## src/core/dpe_pkg.sv

```systemverilog
/*
 * Constants for the display prefetch enable control block: register
 * offsets, field positions, reset values and cycle counts.
 * Assumes a single 25 MHz prefetch clock and an APB register bus.
 */
package dpe_pkg;

    localparam int unsigned PCLK_HZ = 25000000;

    // register byte offsets
    localparam logic [11:0] OFF_CTRL = 12'h000;
    localparam logic [11:0] OFF_STATUS = 12'h004;
    localparam logic [11:0] OFF_CFG = 12'h008;
    localparam logic [11:0] OFF_DROPS = 12'h00C;

    // prefetch_control_reg fields
    localparam int unsigned CTRL_ENABLE = 0;
    localparam int unsigned CTRL_SHADOW = 1;

    // store_engine_status_reg fields
    localparam int unsigned ST_ENABLE = 0;
    localparam int unsigned ST_SHADOW = 1;
    localparam int unsigned ST_LOST = 2;
    localparam int unsigned ST_CORRUPT = 3;
    localparam int unsigned ST_STALL = 4;
    localparam int unsigned ST_ROW_LSB = 8;

    // input frame line count at or below which a frame counts as short
    localparam logic [7:0] SHORT_LINES = 8'h09;

    // cycles the engine clock stands still on graphics power-up
    localparam logic [3:0] PAUSE_CYCLES = 4'h8;

    // values after reset
    localparam logic [7:0] CFG_LINES_RST = 8'h00;
    localparam logic [15:0] DROPS_RST = 16'h0000;
    localparam logic [31:0] RDATA_RST = 32'h00000000;

endpackage

```

## src/core/dpe_ctrl.sv

```systemverilog
/*
 * Display prefetch enable control: APB register bank holding the
 * engine enable and shadow update bits, hardware set arbitration,
 * store row status, refresh and power-up monitoring.
 * Assumes synchronous inputs on pclk; presetn restarts the whole
 * display channel.
 */
// The address map and register access over APB are this design's own decisions.
// Notes on behaviour
// - enable set by hardware pulse or software
// - software write wins over hardware set
// - hardware set dropped on any control write
// - hardware set is one cycle, never retried
// - after a lost set, enable stays unsettable
// - short late frames lower effective refresh
// - power-up pause stalls fetch, corrupts data
`timescale 1ns/1ns
`default_nettype none

module dpe_ctrl import dpe_pkg::*; (
    input wire logic pclk,
    input wire logic presetn,
    input wire logic [11:0] paddr,
    input wire logic psel,
    input wire logic penable,
    input wire logic pwrite,
    input wire logic [31:0] pwdata,
    output logic [31:0] prdata,
    output logic pready,
    output logic pslverr,
    input wire logic hw_set_req,
    input wire logic line_done,
    input wire logic prod_frame_done,
    input wire logic disp_eof,
    input wire logic pd_power_on,
    output logic engine_enable,
    output logic shadow_update,
    output logic set_lost,
    output logic engine_stall,
    output logic refresh_drop
);

    ////////////////////////////////////////////////////////////////////
    // address decode

    function automatic logic is_ctrl(input logic [11:0] a);
        return a == OFF_CTRL;
    endfunction

    function automatic logic is_status(input logic [11:0] a);
        return a == OFF_STATUS;
    endfunction

    function automatic logic is_cfg(input logic [11:0] a);
        return a == OFF_CFG;
    endfunction

    function automatic logic is_drops(input logic [11:0] a);
        return a == OFF_DROPS;
    endfunction

    function automatic logic addr_ok(input logic [11:0] a);
        return is_ctrl(a) || is_status(a) || is_cfg(a) || is_drops(a);
    endfunction

    // saturating row step
    function automatic logic [7:0] sat_inc8(input logic [7:0] v);
        return (v == 8'hFF) ? v : v + 8'h01;
    endfunction

    ////////////////////////////////////////////////////////////////////
    // declarations

    logic access;
    logic fire;
    logic wr_ctrl;
    logic wr_cfg;
    logic collide;
    logic hw_set_ok;
    logic sw_enable;
    logic short_frame;
    logic next_pready;
    logic next_pslverr;
    logic [31:0] next_prdata;
    logic next_engine_enable;
    logic next_shadow_update;
    logic next_set_lost;
    logic fetch_corrupt;
    logic next_fetch_corrupt;
    logic [7:0] line_cfg;
    logic [7:0] next_line_cfg;
    logic [7:0] store_row;
    logic [7:0] next_store_row;
    logic [15:0] drop_count;
    logic [31:0] status_word;

    ////////////////////////////////////////////////////////////////////
    // bus strobes

    assign access = psel && penable && !pready;
    assign fire = psel && penable && pready;
    assign wr_ctrl = fire && pwrite && is_ctrl(paddr);
    assign wr_cfg = fire && pwrite && is_cfg(paddr);
    assign collide = wr_ctrl && hw_set_req;
    // hardware set dropped on control write
    assign hw_set_ok = hw_set_req && !wr_ctrl && !set_lost;
    assign sw_enable = pwdata[CTRL_ENABLE] && !set_lost;
    assign short_frame = (line_cfg <= SHORT_LINES);

    always_comb begin
        status_word = 32'h00000000;
        status_word[ST_ENABLE] = engine_enable;
        status_word[ST_SHADOW] = shadow_update;
        status_word[ST_LOST] = set_lost;
        status_word[ST_CORRUPT] = fetch_corrupt;
        status_word[ST_STALL] = engine_stall;
        status_word[ST_ROW_LSB +: 8] = store_row;
    end

    ////////////////////////////////////////////////////////////////////
    // apb slave: one wait state, registered answer

    always_comb begin
        next_pready = access;
        next_pslverr = 1'b0;
        next_prdata = prdata;
        if (access) begin
            next_pslverr = !addr_ok(paddr);
            next_prdata = 32'h00000000;
            if (!pwrite) begin
                unique case (paddr)
                    OFF_CTRL: begin
                        next_prdata[CTRL_ENABLE] = engine_enable;
                        next_prdata[CTRL_SHADOW] = shadow_update;
                    end
                    OFF_STATUS: begin
                        next_prdata = status_word;
                    end
                    OFF_CFG: begin
                        next_prdata[7:0] = line_cfg;
                    end
                    OFF_DROPS: begin
                        next_prdata[15:0] = drop_count;
                    end
                    default: begin
                        next_prdata = 32'h00000000;
                    end
                endcase
            end
        end
    end

    always_ff @(posedge pclk or negedge presetn) begin
        if (!presetn) begin
            pready <= 1'b0;
            pslverr <= 1'b0;
            prdata <= RDATA_RST;
        end else begin
            pready <= next_pready;
            pslverr <= next_pslverr;
            prdata <= next_prdata;
        end
    end

    ////////////////////////////////////////////////////////////////////
    // enable arbitration and control bits

    always_comb begin
        next_engine_enable = engine_enable;
        next_shadow_update = shadow_update;
        next_set_lost = set_lost;
        next_line_cfg = line_cfg;
        // lost set sticks until channel restart
        if (collide) begin
            next_set_lost = 1'b1;
        end
        if (wr_ctrl) begin
            next_engine_enable = sw_enable;
        end else if (hw_set_ok) begin
            next_engine_enable = 1'b1;
        end
        if (wr_ctrl && pwdata[CTRL_SHADOW]) begin
            next_shadow_update = 1'b1;
        end else if (disp_eof) begin
            next_shadow_update = 1'b0;
        end
        if (wr_cfg) begin
            next_line_cfg = pwdata[7:0];
        end
    end

    always_ff @(posedge pclk or negedge presetn) begin
        if (!presetn) begin
            engine_enable <= 1'b0;
            shadow_update <= 1'b0;
            set_lost <= 1'b0;
            line_cfg <= CFG_LINES_RST;
        end else begin
            engine_enable <= next_engine_enable;
            shadow_update <= next_shadow_update;
            set_lost <= next_set_lost;
            line_cfg <= next_line_cfg;
        end
    end

    ////////////////////////////////////////////////////////////////////
    // store row status and fetch corruption

    always_comb begin
        next_store_row = store_row;
        next_fetch_corrupt = fetch_corrupt;
        if (disp_eof) begin
            next_store_row = 8'h00;
        end else if (line_done && engine_enable) begin
            next_store_row = sat_inc8(store_row);
        end
        if (engine_stall && engine_enable) begin
            next_fetch_corrupt = 1'b1;
        end
    end

    always_ff @(posedge pclk or negedge presetn) begin
        if (!presetn) begin
            store_row <= 8'h00;
            fetch_corrupt <= 1'b0;
        end else begin
            store_row <= next_store_row;
            fetch_corrupt <= next_fetch_corrupt;
        end
    end

    ////////////////////////////////////////////////////////////////////
    // monitors

    dpe_refresh_mon u_refresh (
        .pclk(pclk),
        .presetn(presetn),
        .active(engine_enable),
        .short_frame(short_frame),
        .prod_frame_done(prod_frame_done),
        .disp_eof(disp_eof),
        .refresh_drop(refresh_drop),
        .drop_count(drop_count)
    );

    dpe_pd_pause u_pause (
        .pclk(pclk),
        .presetn(presetn),
        .pd_power_on(pd_power_on),
        .engine_stall(engine_stall)
    );

endmodule // dpe_ctrl

`default_nettype wire

```

## src/core/dpe_refresh_mon.sv

```systemverilog
/*
 * Refresh monitor: flags a display frame that repeats because the
 * producer did not finish a short frame in time, and counts them.
 * Assumes one-cycle pulses synchronous to pclk.
 */
`timescale 1ns/1ns
`default_nettype none

module dpe_refresh_mon import dpe_pkg::*; (
    input wire logic pclk,
    input wire logic presetn,
    input wire logic active,
    input wire logic short_frame,
    input wire logic prod_frame_done,
    input wire logic disp_eof,
    output logic refresh_drop,
    output logic [15:0] drop_count
);

    logic pending;
    logic next_pending;
    logic next_refresh_drop;
    logic [15:0] next_drop_count;
    logic ready;

    ////////////////////////////////////////////////////////////////////
    // repeat short frame when producer late
    always_comb begin
        ready = pending | prod_frame_done;
        next_pending = pending;
        next_refresh_drop = 1'b0;
        next_drop_count = drop_count;
        if (disp_eof) begin
            next_pending = 1'b0;
            if (active && short_frame && !ready) begin
                next_refresh_drop = 1'b1;
                if (drop_count != 16'hFFFF) begin
                    next_drop_count = drop_count + 16'h0001;
                end
            end
        end else if (prod_frame_done) begin
            next_pending = 1'b1;
        end
    end

    always_ff @(posedge pclk or negedge presetn) begin
        if (!presetn) begin
            pending <= 1'b0;
            refresh_drop <= 1'b0;
            drop_count <= DROPS_RST;
        end else begin
            pending <= next_pending;
            refresh_drop <= next_refresh_drop;
            drop_count <= next_drop_count;
        end
    end

endmodule // dpe_refresh_mon

`default_nettype wire

```

## src/core/dpe_pd_pause.sv

```systemverilog
/*
 * Power-up pause: on graphics power domain turn-on the engine clock
 * stands still for a fixed count; this marks that window as a stall.
 * Assumes pd_power_on is a one-cycle pulse synchronous to pclk.
 */
`timescale 1ns/1ns
`default_nettype none

module dpe_pd_pause import dpe_pkg::*; (
    input wire logic pclk,
    input wire logic presetn,
    input wire logic pd_power_on,
    output logic engine_stall
);

    logic [3:0] count;
    logic [3:0] next_count;
    logic next_engine_stall;

    ////////////////////////////////////////////////////////////////////
    // engine clock pause window
    always_comb begin
        next_count = count;
        if (pd_power_on) begin
            next_count = PAUSE_CYCLES;
        end else if (count != 4'h0) begin
            next_count = count - 4'h1;
        end
        next_engine_stall = (next_count != 4'h0);
    end

    always_ff @(posedge pclk or negedge presetn) begin
        if (!presetn) begin
            count <= 4'h0;
            engine_stall <= 1'b0;
        end else begin
            count <= next_count;
            engine_stall <= next_engine_stall;
        end
    end

endmodule // dpe_pd_pause

`default_nettype wire

```

## config.mk

```make
export PLATFORM = sky130hd
export DESIGN_NAME = dpe_ctrl
export DESIGN_NICKNAME = d
export VERILOG_FILES = /design/src/core/dpe_pkg.sv /design/src/core/dpe_ctrl.sv /design/src/core/dpe_refresh_mon.sv /design/src/core/dpe_pd_pause.sv
export SDC_FILE = /design/constraint.sdc
export NUM_CORES = 1
export LEC_CHECK = 0
export ABC_AREA = 1
export CORE_UTILIZATION = 50
export CTS_BUF_LIST = sky130_fd_sc_hd__clkbuf_16
export CTS_CLUSTER_DIAMETER = 40
export CTS_CLUSTER_SIZE = 14
export DETAILED_ROUTE_END_ITERATION = 16
export DONT_BUFFER_PORTS = 1
export GPL_TIMING_DRIVEN = 0
export PLACE_DENSITY_LB_ADDON = 0.15
export REMOVE_ABC_BUFFERS = 1
export SLEW_MARGIN = 40
export SYNTH_ARGS = -nofsm -noshare
export SYNTH_HDL_FRONTEND = slang
export SYNTH_SLANG_ARGS = --single-unit
```

## constraint.sdc

```tcl
create_clock -name pclk -period 3.76 [get_ports pclk]
set_clock_uncertainty 0.05 [all_clocks]
set_input_delay 0.376 -clock pclk [delete_from_list [all_inputs] [get_ports pclk]]
set_output_delay 0.376 -clock pclk [all_outputs]
set_load 0.05 [all_outputs]
```

==> summary.txt, run 1 <==
Run status
  – Status: finished clean

Routing
  – Vias: 2781
  – Detailed Route WL: around 7300 um
  – Residual DRC: 0
  – DRT antenna net count: 0
  – Initial DRT Pass Iterations: 5
  – Via-per-instance ratio: around 5.2
  – Drt initial violations: 139
  – DR WL/cell: 13.6 um

Placed design
  – GP Congestion: around 0.81
  – # port buffers: 0
  – Dpl hpwl: approximately 5200 um

Yosys
  – Syn Inst Count: around 450
  – Post-synthesis register bit count: between 60 and 70
  – Netlist area before placement: 3490 um^2
  – Synth Area per Inst: a little under 8 um^2
  – Synth unique cells: 33
  – Sequential fraction of the synthesis area: a little over two fifths
  – YS warnings: 0

Worst setup path
  – Crit path DAT: 2.20 ns
  – Critical Path RT: approximately 3.9 ns
  – Setup Crit Path Kind: reg -> reg
  – Setup crit end kind: flop
  – Worst R2R Start: engine_enable
  – R2r worst-path depth: 7
  – Crit-path cells: nand2_2 > nor2_4 > nand3_4 > nor2_4 > nand3_1 > nand2_1 > nand2_1
  – CP Buf/Inv Count: 0
  – Startpoint types: flop
  – Crit path max-delay family: simple AND/OR/NAND/NOR gates
  – Crit. path cell count: 7
  – Slowest cell delay on critical path: between 0.7 and 0.8 ns
  – Crit Path Max Fanout: 18
  – Worst Setup SP: engine_enable
  – Worst path slowest cell: dfrtp_1

Finish
  – Layout area overhead: 7.70%
  – Final Net Count: 510
  – N_diodes: 0
  – Layout Utilization: between 50% and 60%
  – Fill cells: 639
  – Layout cells sized above 1: roughly a tenth

Power and ir drop
  – Pwr/cell area: ~420 nW/um^2
  – Leakage power: 1.93 nW
  – Max VDD drop: approximately 0.24 mV

Timing
  – Setup TNS: 0 ns
  – Least-Margin Pin Slew: just over 0.7 ns
  – Setup violations, final: 0
  – Final count of pins violating max slew: 0
  – Tmin final: just over 2 ns
  – Rel. slew slack: 52.4%
  – Peak Freq: about 490 MHz
  – Final worst-path cycle share: 54.1%
  – Number of hold violations in the final report: 0
  – RSZ-0062 raised after global routing: no

Floorplan
  – Die footprint: approximately 7300 um^2
  – Die X-Extent: approximately 86 um
  – Std-Cell Core Area: ~6800 um^2
  – Num ports: 93
  – Rows: 30
  – Starting Density: roughly 52%
  – Die H: 85.6 um

Global routing
  – GR Overflow Total: 0
  – Largest net degree at the start of global routing: 62
  – Antenna violations before repair: 0
  – Gr usage total: 22.7%
  – First-pass GRT wire length: between 10000 and 15000 um
  – Vias in the first global route: about 2700

Run
  – Max_cap viols: 0

Clock tree
  – Clk slew on worst S/H paths: 0.05 ns
  – H-tree Lvls: 3
  – CTS tree: yes
  – Root Buffer Master: clkbuf_16
  – Resize count post-CTS: 0
  – Clk buf depth: 2
  – Number of buffers created by CTS: 9
  – Clk Latency, worst-skew pair: around 0.33 ns
  – CTS sink cnt: 61

Hold path
  – Worst Min Path Start: disp_eof
  – Worst hold stages: 1
  – Hold Path Class: in -> reg
-- synth_stat cells (all sizes together) --
library cell / number / area share [%]
o211ai: 1 / 0.21
nor2: 36 / 6.7
xnor2: 1 / 0.25
inv: 64 / 6.9
o21ai: 29 / 4.2
dfrtp: 61 / 44
nor3: 8 / 1.9
ha: 3 / 1.1
o31ai: 1 / 0.21
xor2: 2 / 0.72
a21oi: 8 / 1.1
nand2: 136 / 16
a21o: 1 / 0.21
nand3b: 1 / 0.21
clkbuf: 1 / 0.11
nand4: 17 / 3.2
nand3: 55 / 8.5
conb: 1 / 0.11
buf: 22 / 5.0
-- logic make-up after synthesis --
| kind of cell | share of synthesized area [%] |
|---|---|
| compound gates | 5.95 |
| xor+xnor | 0.967 |
| fa+ha+maj | 1.07 |
| buf+inv | 12.0 |
| flops | 43.7 |
| other cells | 0.107 |
| simple gates | 36.2 |
-- per-stage QoR --
step	instances	cell area (um^2)	power, mW	hold slack [ns]	setup WS, ns
floorplan	440	3370	0.847	0.0304	2.04
global placement	520	3470	0.866	0.0319	1.75
detailed placement	520	3470	0.871	0.0320	1.71
CTS	538	3760	1.59	0.0542	1.72
global route	538	3760	1.65	0.0544	1.50
finish	538	3760	1.58	0.0596	1.72
-- flip-flops by register name (all words and copies together) (netlist names) --
signal and flops:
prdata 16, u_refresh.drop_count 16, line_cfg 8, store_row 8, u_pause.count 4, engine_enable 1, fetch_corrupt 1, pready 1
pslverr 1, set_lost 1, shadow_update 1, u_pause.engine_stall 1, u_refresh.pending 1, u_refresh.refresh_drop 1
-- layout make-up --
cell class	instances	area, um^2	area share [%]
well taps	80	100	2.66
flip-flops and latches	61	1530	40.6
inverters	64	240	6.39
clock buffers	9	225	5.99
repair buffers	2	37.5	0.998
clock inverters	7	27.5	0.732
multi-input cells	315	1610	42.7
-- cell usage in the layout (no fill, tap or decap), types with 2 or more instances in the layout --
master	instances
a21oi_1	8
nand3_2	2
inv_1	64
nand2_2	5
nor3_1	5
o21ai_1	13
nand2_1	128
nand4_1	16
o21ai_0	16
nand2_4	3
inv_2	4
dfrtp_1	61
ha_1	3
nor2_4	13
clkbuf_16	9
conb_1	16
nor2_1	22
clkinv_1	2
nor3_4	2
nand3_1	52
-- where the power goes --
group | leakage (nW) | switching (mW) | internal [mW]
registers | 0.817 | 0.0341 | 0.681
logic | 0.978 | 0.119 | 0.0434
clock network | 0.139 | 0.271 | 0.429
-- what timing repair did --
action / in CTS / in global routing
hold endpoints to repair: 61 / 0
buffers inserted: 0 / 0
hold buffers: 2 / 0
-- path summary, 6_finish.rpt --
path | endpoint | slack (ns)
setup / recovery | u_refresh.drop_count[13] | 1.72
hold / removal | u_refresh.pending | 0.06
setup reg to reg | u_refresh.drop_count[13] | 1.72
hold reg to reg | fetch_corrupt | 0.40
max in group asynchronous | prdata[1] | 2.86
min in group asynchronous | store_row[4] | 0.52
-- worst reg2reg max path, cell delays in order (launching register included) --
cell and delay, ns:
dfrtp_1 0.79, nand2_2 0.14, nor2_4 0.18, nand3_4 0.10, nor2_4 0.39, nand3_1 0.12, nand2_1 0.09, nand2_1 0.05
-- metal layers --
| metal | routed length (um) | share of wire, % | vias to the layer above | GRT usage (%) |
|---|---|---|---|---|
| met5 | 0 | 0 | - | 0 |
| met1 | 3340 | 46 | 1282 | 29.6 |
| met3 | 367 | 5.0 | 10 | 5.68 |
| li1 | - | - | 1415 | - |
| met4 | 125 | 1.7 | 0 | 9.70 |
| met2 | 3460 | 47 | 74 | 36.1 |
No activity file was read; power rests on OpenSTA's default activity.
==> run 2: changes to the inputs <==
Clock period 3.76 ns to 2 ns, I/O delays scaled along.
==> summary.txt, run 2 (synthesis results as in run 1) <==
Worst setup path
  – Worst path slowest cell: dfrtp_1
  – Most used cell, CP: nor2_4
  – Slowest cell delay on critical path: 0.43 ns (-0.36 ns)
  – Crit Path Max Fanout: 17 (-1)
  – Crit path DAT: 1.95 ns (-0.25 ns)
  – Setup Crit Path Kind: reg -> reg
  – Critical Path RT: 2.16 ns (-1.76 ns)
  – Startpoint types: flop
  – Setup crit end kind: flop
  – Crit-path cells: ha_1 > nand2_1 > nor2_4 > nand2_4 > nor2_4 > nor2_4 > buf_12 > buf_4 > xor2_2

Finish
  – Layout area overhead: 12.6%
  – N_diodes: 0 (unchanged)
  – Layout cells sized above 1: 10.3% (+0.51 points)
  – Most frequent cells in the layout: nand2_1, inv_1, dfrtp_1
  – Finished Layout Cells: 554 (+3.0%)
  – Register area: 1530 um^2 (+0.16%)
  – Final Net Count: 526 (+3.1%)
  – Footprint of the multi-input gates: 1610 um^2 (unchanged)
  – Top Registers: prdata: 16 flops, u_refresh.drop_count: 16 flops
  – Cell area after layout: 3930 um^2 (+4.5%)
  – Most common cell after layout, fill and taps aside: nand2_1
  – Layout Utilization: 58.2% (+2.5 points)
  – Fill cells: 625 (-2.2%)

Power and ir drop
  – Logic gate share of total power: 11.0% (+0.7 points)
  – Int Pwr: 2.19 mW (+90%)
  – Net Sw Frac: 26.9% (+0.089 points)
  – Clock network power share: 44.1% (-0.3 points)
  – Leakage power: 2.01 nW (+3.7%)
  – Reg power frac: 44.9% (-0.5 points)
  – Pwr/cell area: 761 nW/um^2 (+82%)
  – Net Switching: 806 uW (+90%)
  – Total Power: 2.99 mW (+90%)
  – Max VDD drop: 0.454 mV (+88%)

Floorplan
  – Die H: 85.6 um (unchanged)
  – Std-Cell Core Area: 6760 um^2 (unchanged)
  – Rows: 30 (unchanged)
  – Die X-Extent: 85.6 um (unchanged)
  – Starting Density: 51.7% (unchanged)
  – Die footprint: 7320 um^2 (unchanged)
  – Num ports: 93 (unchanged)

Clock tree
  – CTS tree: yes
  – Clk Latency, worst-skew pair: 0.33 ns (about the same)
  – Number of buffers created by CTS: 9 (unchanged)
  – Root Buffer Master: clkbuf_16
  – CTS sink cnt: 61 (unchanged)
  – Clk buf depth: 2 (unchanged)
  – Clk slew on worst S/H paths: 0.05 ns (about the same)
  – H-tree Lvls: 3 (unchanged)

Timing
  – Peak Freq: 557 MHz (+13%)
  – Least-Margin Pin Slew: 0.702 ns (-0.00954 ns)
  – RSZ-0062 raised after global routing: no
  – Final count of pins violating max slew: 0 (unchanged)
  – Number of hold violations in the final report: 0 (unchanged)
  – Setup violations, final: 0 (unchanged)
  – Rel. slew slack: 53.1% (+0.64 points)
  – Final WS setup: 0.204 ns (-1.52 ns)
  – Final worst-path cycle share: 89.8% (+36 points)
  – Tmin final: 1.80 ns (-0.240 ns)

Placed design
  – # port buffers: 0 (unchanged)
  – Dpl hpwl: 5230 um (unchanged)
  – Pre-CTS WS: -0.0470 ns (-1.76 ns)
  – Dpl cell area: 3470 um^2 (unchanged)
  – Cell count after placement: 520 (unchanged)
  – GP Congestion: 0.807 (unchanged)

Global routing
  – Gr usage total: 23.1% (+0.35 points)
  – GR Overflow Total: 0 (unchanged)
  – First-pass GRT wire length: 13000 um (+1.4%)
  – Largest net degree at the start of global routing: 62 (unchanged)
  – Antenna violations before repair: 0 (unchanged)
  – Vias in the first global route: 2757 (+1.9%)

Routing
  – Detailed Route WL: 7490 um (+2.7%)
  – Via-per-instance ratio: 5.17 (about the same)
  – DRT antenna net count: 0 (unchanged)
  – Drt initial violations: 157 (+13%)
  – Residual DRC: 0 (unchanged)
  – DR WL/cell: 13.5 um (-0.26%)
  – Vias: 2866 (+3.1%)
  – Initial DRT Pass Iterations: 4 (-1)

Run status
  – Status: finished clean

Hold path
  – Hold Path Class: in -> reg

Run
  – Max_cap viols: 0 (unchanged)
## run 2: repair_timing
item / 4_1_cts / 5_1_grt
hold buffers: 16 / 0
endpoints found under the hold margin: 78 / 0
setup buffers: 0 / 2
resized for setup: 1 / 1
pin swaps: 0 / 1
endpoints found under the setup margin: 6 / 14
## run 2: power groups by stage
stage | logic [mW] | clock network [mW] | registers (mW)
global route | 0.372 | 1.41 | 1.35
detailed placement | 0.274 | 0 | 1.36
CTS | 0.331 | 1.34 | 1.34
floorplan | 0.239 | 0 | 1.35
global placement | 0.264 | 0 | 1.36
finish | 0.328 | 1.32 | 1.35
## run 2: final timing paths
path                                          from                      end  slack (ns)  cells after the start
hold reg to reg                      fetch_corrupt            fetch_corrupt        0.40                      1
setup reg to reg           u_refresh.drop_count[0]  u_refresh.drop_count[0]        0.20                      9
hold / removal                              pwrite                prdata[8]        0.01                      3
min in group asynchronous                  presetn             store_row[4]        0.34                      2
max in group asynchronous                  presetn                   pready        1.25                      2
setup / recovery           u_refresh.drop_count[0]  u_refresh.drop_count[0]        0.20                      9
## run 2: cell type report
type	count	area share [%]
clock buffers	9	5.73
clock inverters	7	0.700
inverters	64	6.11
multi-input cells	315	40.8
flip-flops and latches	61	38.9
well taps	80	2.55
repair buffers	18	5.22
## run 2: per-layer routing
layer | share of wire (%) | global-route usage (%) | up-vias | wire, um
li1 | - | - | 1452 | -
met1 | 45 | 29.7 | 1331 | 3390
met2 | 48 | 37.5 | 71 | 3610
met3 | 4.5 | 5.39 | 12 | 337
met4 | 2.0 | 9.70 | 0 | 150
met5 | 0 | 0 | - | 0
## run 2: through the flow
| step | hold WS [ns] | setup TNS, ns |
|---|---|---|
| floorplan | -0.146 | 0 |
| global placement | -0.144 | -0.0199 |
| detailed placement | -0.144 | -0.220 |
| CTS | 0.00701 | 0 |
| global route | 0.0150 | 0 |
| finish | 0.0139 | 0 |
## run 2: critical path: cells and delay by family (launching register included)
family                   cells  cell delay (ns)
AND/OR/NAND/NOR              5             0.55
flip-flops                   1             0.43
buffers and inverters        2             0.29
adder cells (fa/ha/maj)      1             0.22
XOR/XNOR                     1             0.13
==> run 3: changes to the inputs <==
Clock period 2 ns to 1.5 ns, I/O delays scaled along.
==> summary.txt, run 3 (synthesis results as in run 1) <==
Floorplan
  – Die H: 85.6 um (unchanged)
  – Starting Density: 51.7% (unchanged)
  – Die X-Extent: 85.6 um (unchanged)
  – Die footprint: 7320 um^2 (unchanged)
  – Num ports: 93 (unchanged)
  – Std-Cell Core Area: 6760 um^2 (unchanged)
  – Rows: 30 (unchanged)

Power and ir drop
  – Logic gate share of total power: 10.5% (-0.5 points)
  – Leakage power: 2.13 nW (+6.1%)
  – Max VDD drop: 0.633 mV (+39%)
  – Pwr/cell area: 930 nW/um^2 (+22%)
  – Clock network power share: 44.4% (+0.3 points)
  – Int Pwr: 2.92 mW (+33%)
  – Net Switching: 1.06 mW (+32%)
  – Net Sw Frac: 26.7% (-0.21 points)
  – Reg power frac: 45.1% (+0.2 points)

Worst setup path
  – R2r worst-path depth: 9 (unchanged)
  – Worst R2R Start: u_refresh.drop_count[1]
  – Startpoint types: flop
  – Slowest cell delay on critical path: 0.35 ns (-0.08 ns)
  – R2r setup slk: -0.07 ns (-0.28 ns)
  – CP Buf/Inv Count: 2 (unchanged)
  – Worst path slowest cell: dfrtp_1
  – Setup Crit Path Kind: reg -> reg
  – Worst r2r dst: u_refresh.drop_count[0]
  – Most used cell, CP: nor2_4
  – Setup crit end kind: flop
  – Critical Path RT: 1.67 ns (-0.49 ns)
  – Crit Path Max Fanout: 17 (unchanged)
  – Crit-path cells: ha_2 > nand2_2 > nor2_4 > nand2_4 > nor2_4 > nor2_4 > buf_12 > buf_12 > xor2_2
  – Crit. path cell count: 9 (unchanged)
  – Crit path max-delay family: simple AND/OR/NAND/NOR gates
  – Crit path DAT: 1.74 ns (-0.21 ns)

Global routing
  – Vias in the first global route: 2840 (+3.0%)
  – GR Overflow Total: 0 (unchanged)
  – Gr usage total: 24.1% (+0.99 points)
  – Largest net degree at the start of global routing: 62 (unchanged)
  – First-pass GRT wire length: 13500 um (+3.7%)
  – Antenna violations before repair: 0 (unchanged)

Finish
  – Layout area overhead: 22.5%
  – Most common cell after layout, fill and taps aside: nand2_1
  – Layout cells sized above 1: 21.8% (+12 points)
  – Final Net Count: 551 (+4.8%)
  – Top Registers: prdata: 16 flops, u_refresh.drop_count: 16 flops
  – Layout Utilization: 63.4% (+5.1 points)
  – Most frequent cells in the layout: nand2_1, inv_1, dfrtp_1
  – N_diodes: 0 (unchanged)

Routing
  – Via-per-instance ratio: 5.16 (-0.34%)
  – Met2 WL: 4060 um (+13%)
  – DR WL/cell: 14.0 um (+3.5%)
  – Initial DRT Pass Iterations: 4 (unchanged)
  – Drt initial violations: 124 (-21%)
  – Detailed Route WL: 8100 um (+8.1%)
  – DRT antenna net count: 0 (unchanged)
  – Top sig layer: met4
  – Vias: 2985 (+4.2%)
  – DRT met1 WL: 3600 um (+6.0%)
  – Routed met3 length: 319 um (-5.3%)
  – Residual DRC: 0 (unchanged)

Clock tree
  – CTS tree: yes
  – H-tree Lvls: 3 (unchanged)
  – Number of buffers created by CTS: 9 (unchanged)
  – Clk slew on worst S/H paths: 0.05 ns (about the same)
  – CTS sink cnt: 61 (unchanged)
  – Root Buffer Master: clkbuf_16
  – Clk buf depth: 2 (unchanged)
  – Hold bufs inserted after CTS: 14 (-2)
  – Clk Latency, worst-skew pair: 0.33 ns (about the same)

Timing
  – Setup violations, final: 8 (+8)
  – Number of hold violations in the final report: 61 (+61)
  – Tmin final: 1.57 ns (-0.222 ns)
  – Final worst-path cycle share: 105% (+15 points)
  – Setup TNS: -0.199 ns (-0.199 ns)
  – Least-Margin Pin Slew: 0.706 ns (+0.00371 ns)
  – WHS: -0.534 ns (-0.547 ns)
  – RSZ-0062 raised after global routing: yes
  – Rel. slew slack: 52.7% (-0.39 points)
  – Final count of pins violating max slew: 0 (unchanged)
  – Peak Freq: 635 MHz (+14%)
  – Final WS setup: -0.0740 ns (-0.278 ns)

Placed design
  – Dpl hpwl: 5230 um (unchanged)
  – GP Congestion: 0.807 (unchanged)
  – # port buffers: 0 (unchanged)

Run status
  – Violated checks: negative hold slack, negative setup slack
  – Status: finished, violations left

Run
  – Max_cap viols: 0 (unchanged)

Hold path
  – Hold Path Class: in -> async
run 3: final cells by class:
class	instances	area, um^2
Multi-Input combinational cell	316	1770
Tap cell	80	100
Clock inverter	7	27.5
Inverter	64	248
Fill cell	581	2480
Timing Repair Buffer	42	375
Sequential cell	61	1530
Clock buffer	9	225
run 3: worst max path at each step:
| stage | from | end | slack [ns] |
|---|---|---|---|
| detailed placement | engine_enable | u_refresh.drop_count[6] | -0.55 |
| floorplan | engine_enable | u_refresh.drop_count[9] | -0.22 |
| CTS | u_refresh.drop_count[0] | u_refresh.drop_count[0] | -0.05 |
| global placement | engine_enable | u_refresh.drop_count[4] | -0.51 |
| finish | u_refresh.drop_count[1] | u_refresh.drop_count[0] | -0.07 |
| global route | engine_enable | u_refresh.drop_count[14] | -0.15 |
run 3: power groups by stage:
| stage | Clock [mW] | Sequential, mW | Combinational, mW |
|---|---|---|---|
| global placement | 0 | 1.82 | 0.353 |
| detailed placement | 0 | 1.82 | 0.365 |
| CTS | 1.79 | 1.79 | 0.403 |
| floorplan | 0 | 1.81 | 0.318 |
| global route | 1.88 | 1.80 | 0.468 |
| finish | 1.77 | 1.80 | 0.418 |
run 3: repair_timing:
item	4_1_cts	5_1_grt
pin swaps	10	7
gates resized for setup	21	38
cloned	1	0
endpoints found under the setup margin	48	41
buffers inserted	10	18
endpoints found under the hold margin	80	61
run 3: per-stage QoR:
step	total power, mW	setup slack [ns]	instances	instance area (um^2)
final	3.98	-0.0740	579	4280
after global routing	4.15	-0.152	579	4280
after CTS	3.98	-0.0492	561	4030
after detailed placement	2.18	-0.547	520	3470
after global placement	2.17	-0.508	520	3470
after floorplan	2.12	-0.223	440	3370
run 3: per-layer routing:
layer,track usage (%),up-vias
li1,-,1502
met1,31.1,1405
met2,39.6,69
met3,5.39,9
met4,9.09,0
met5,0,-
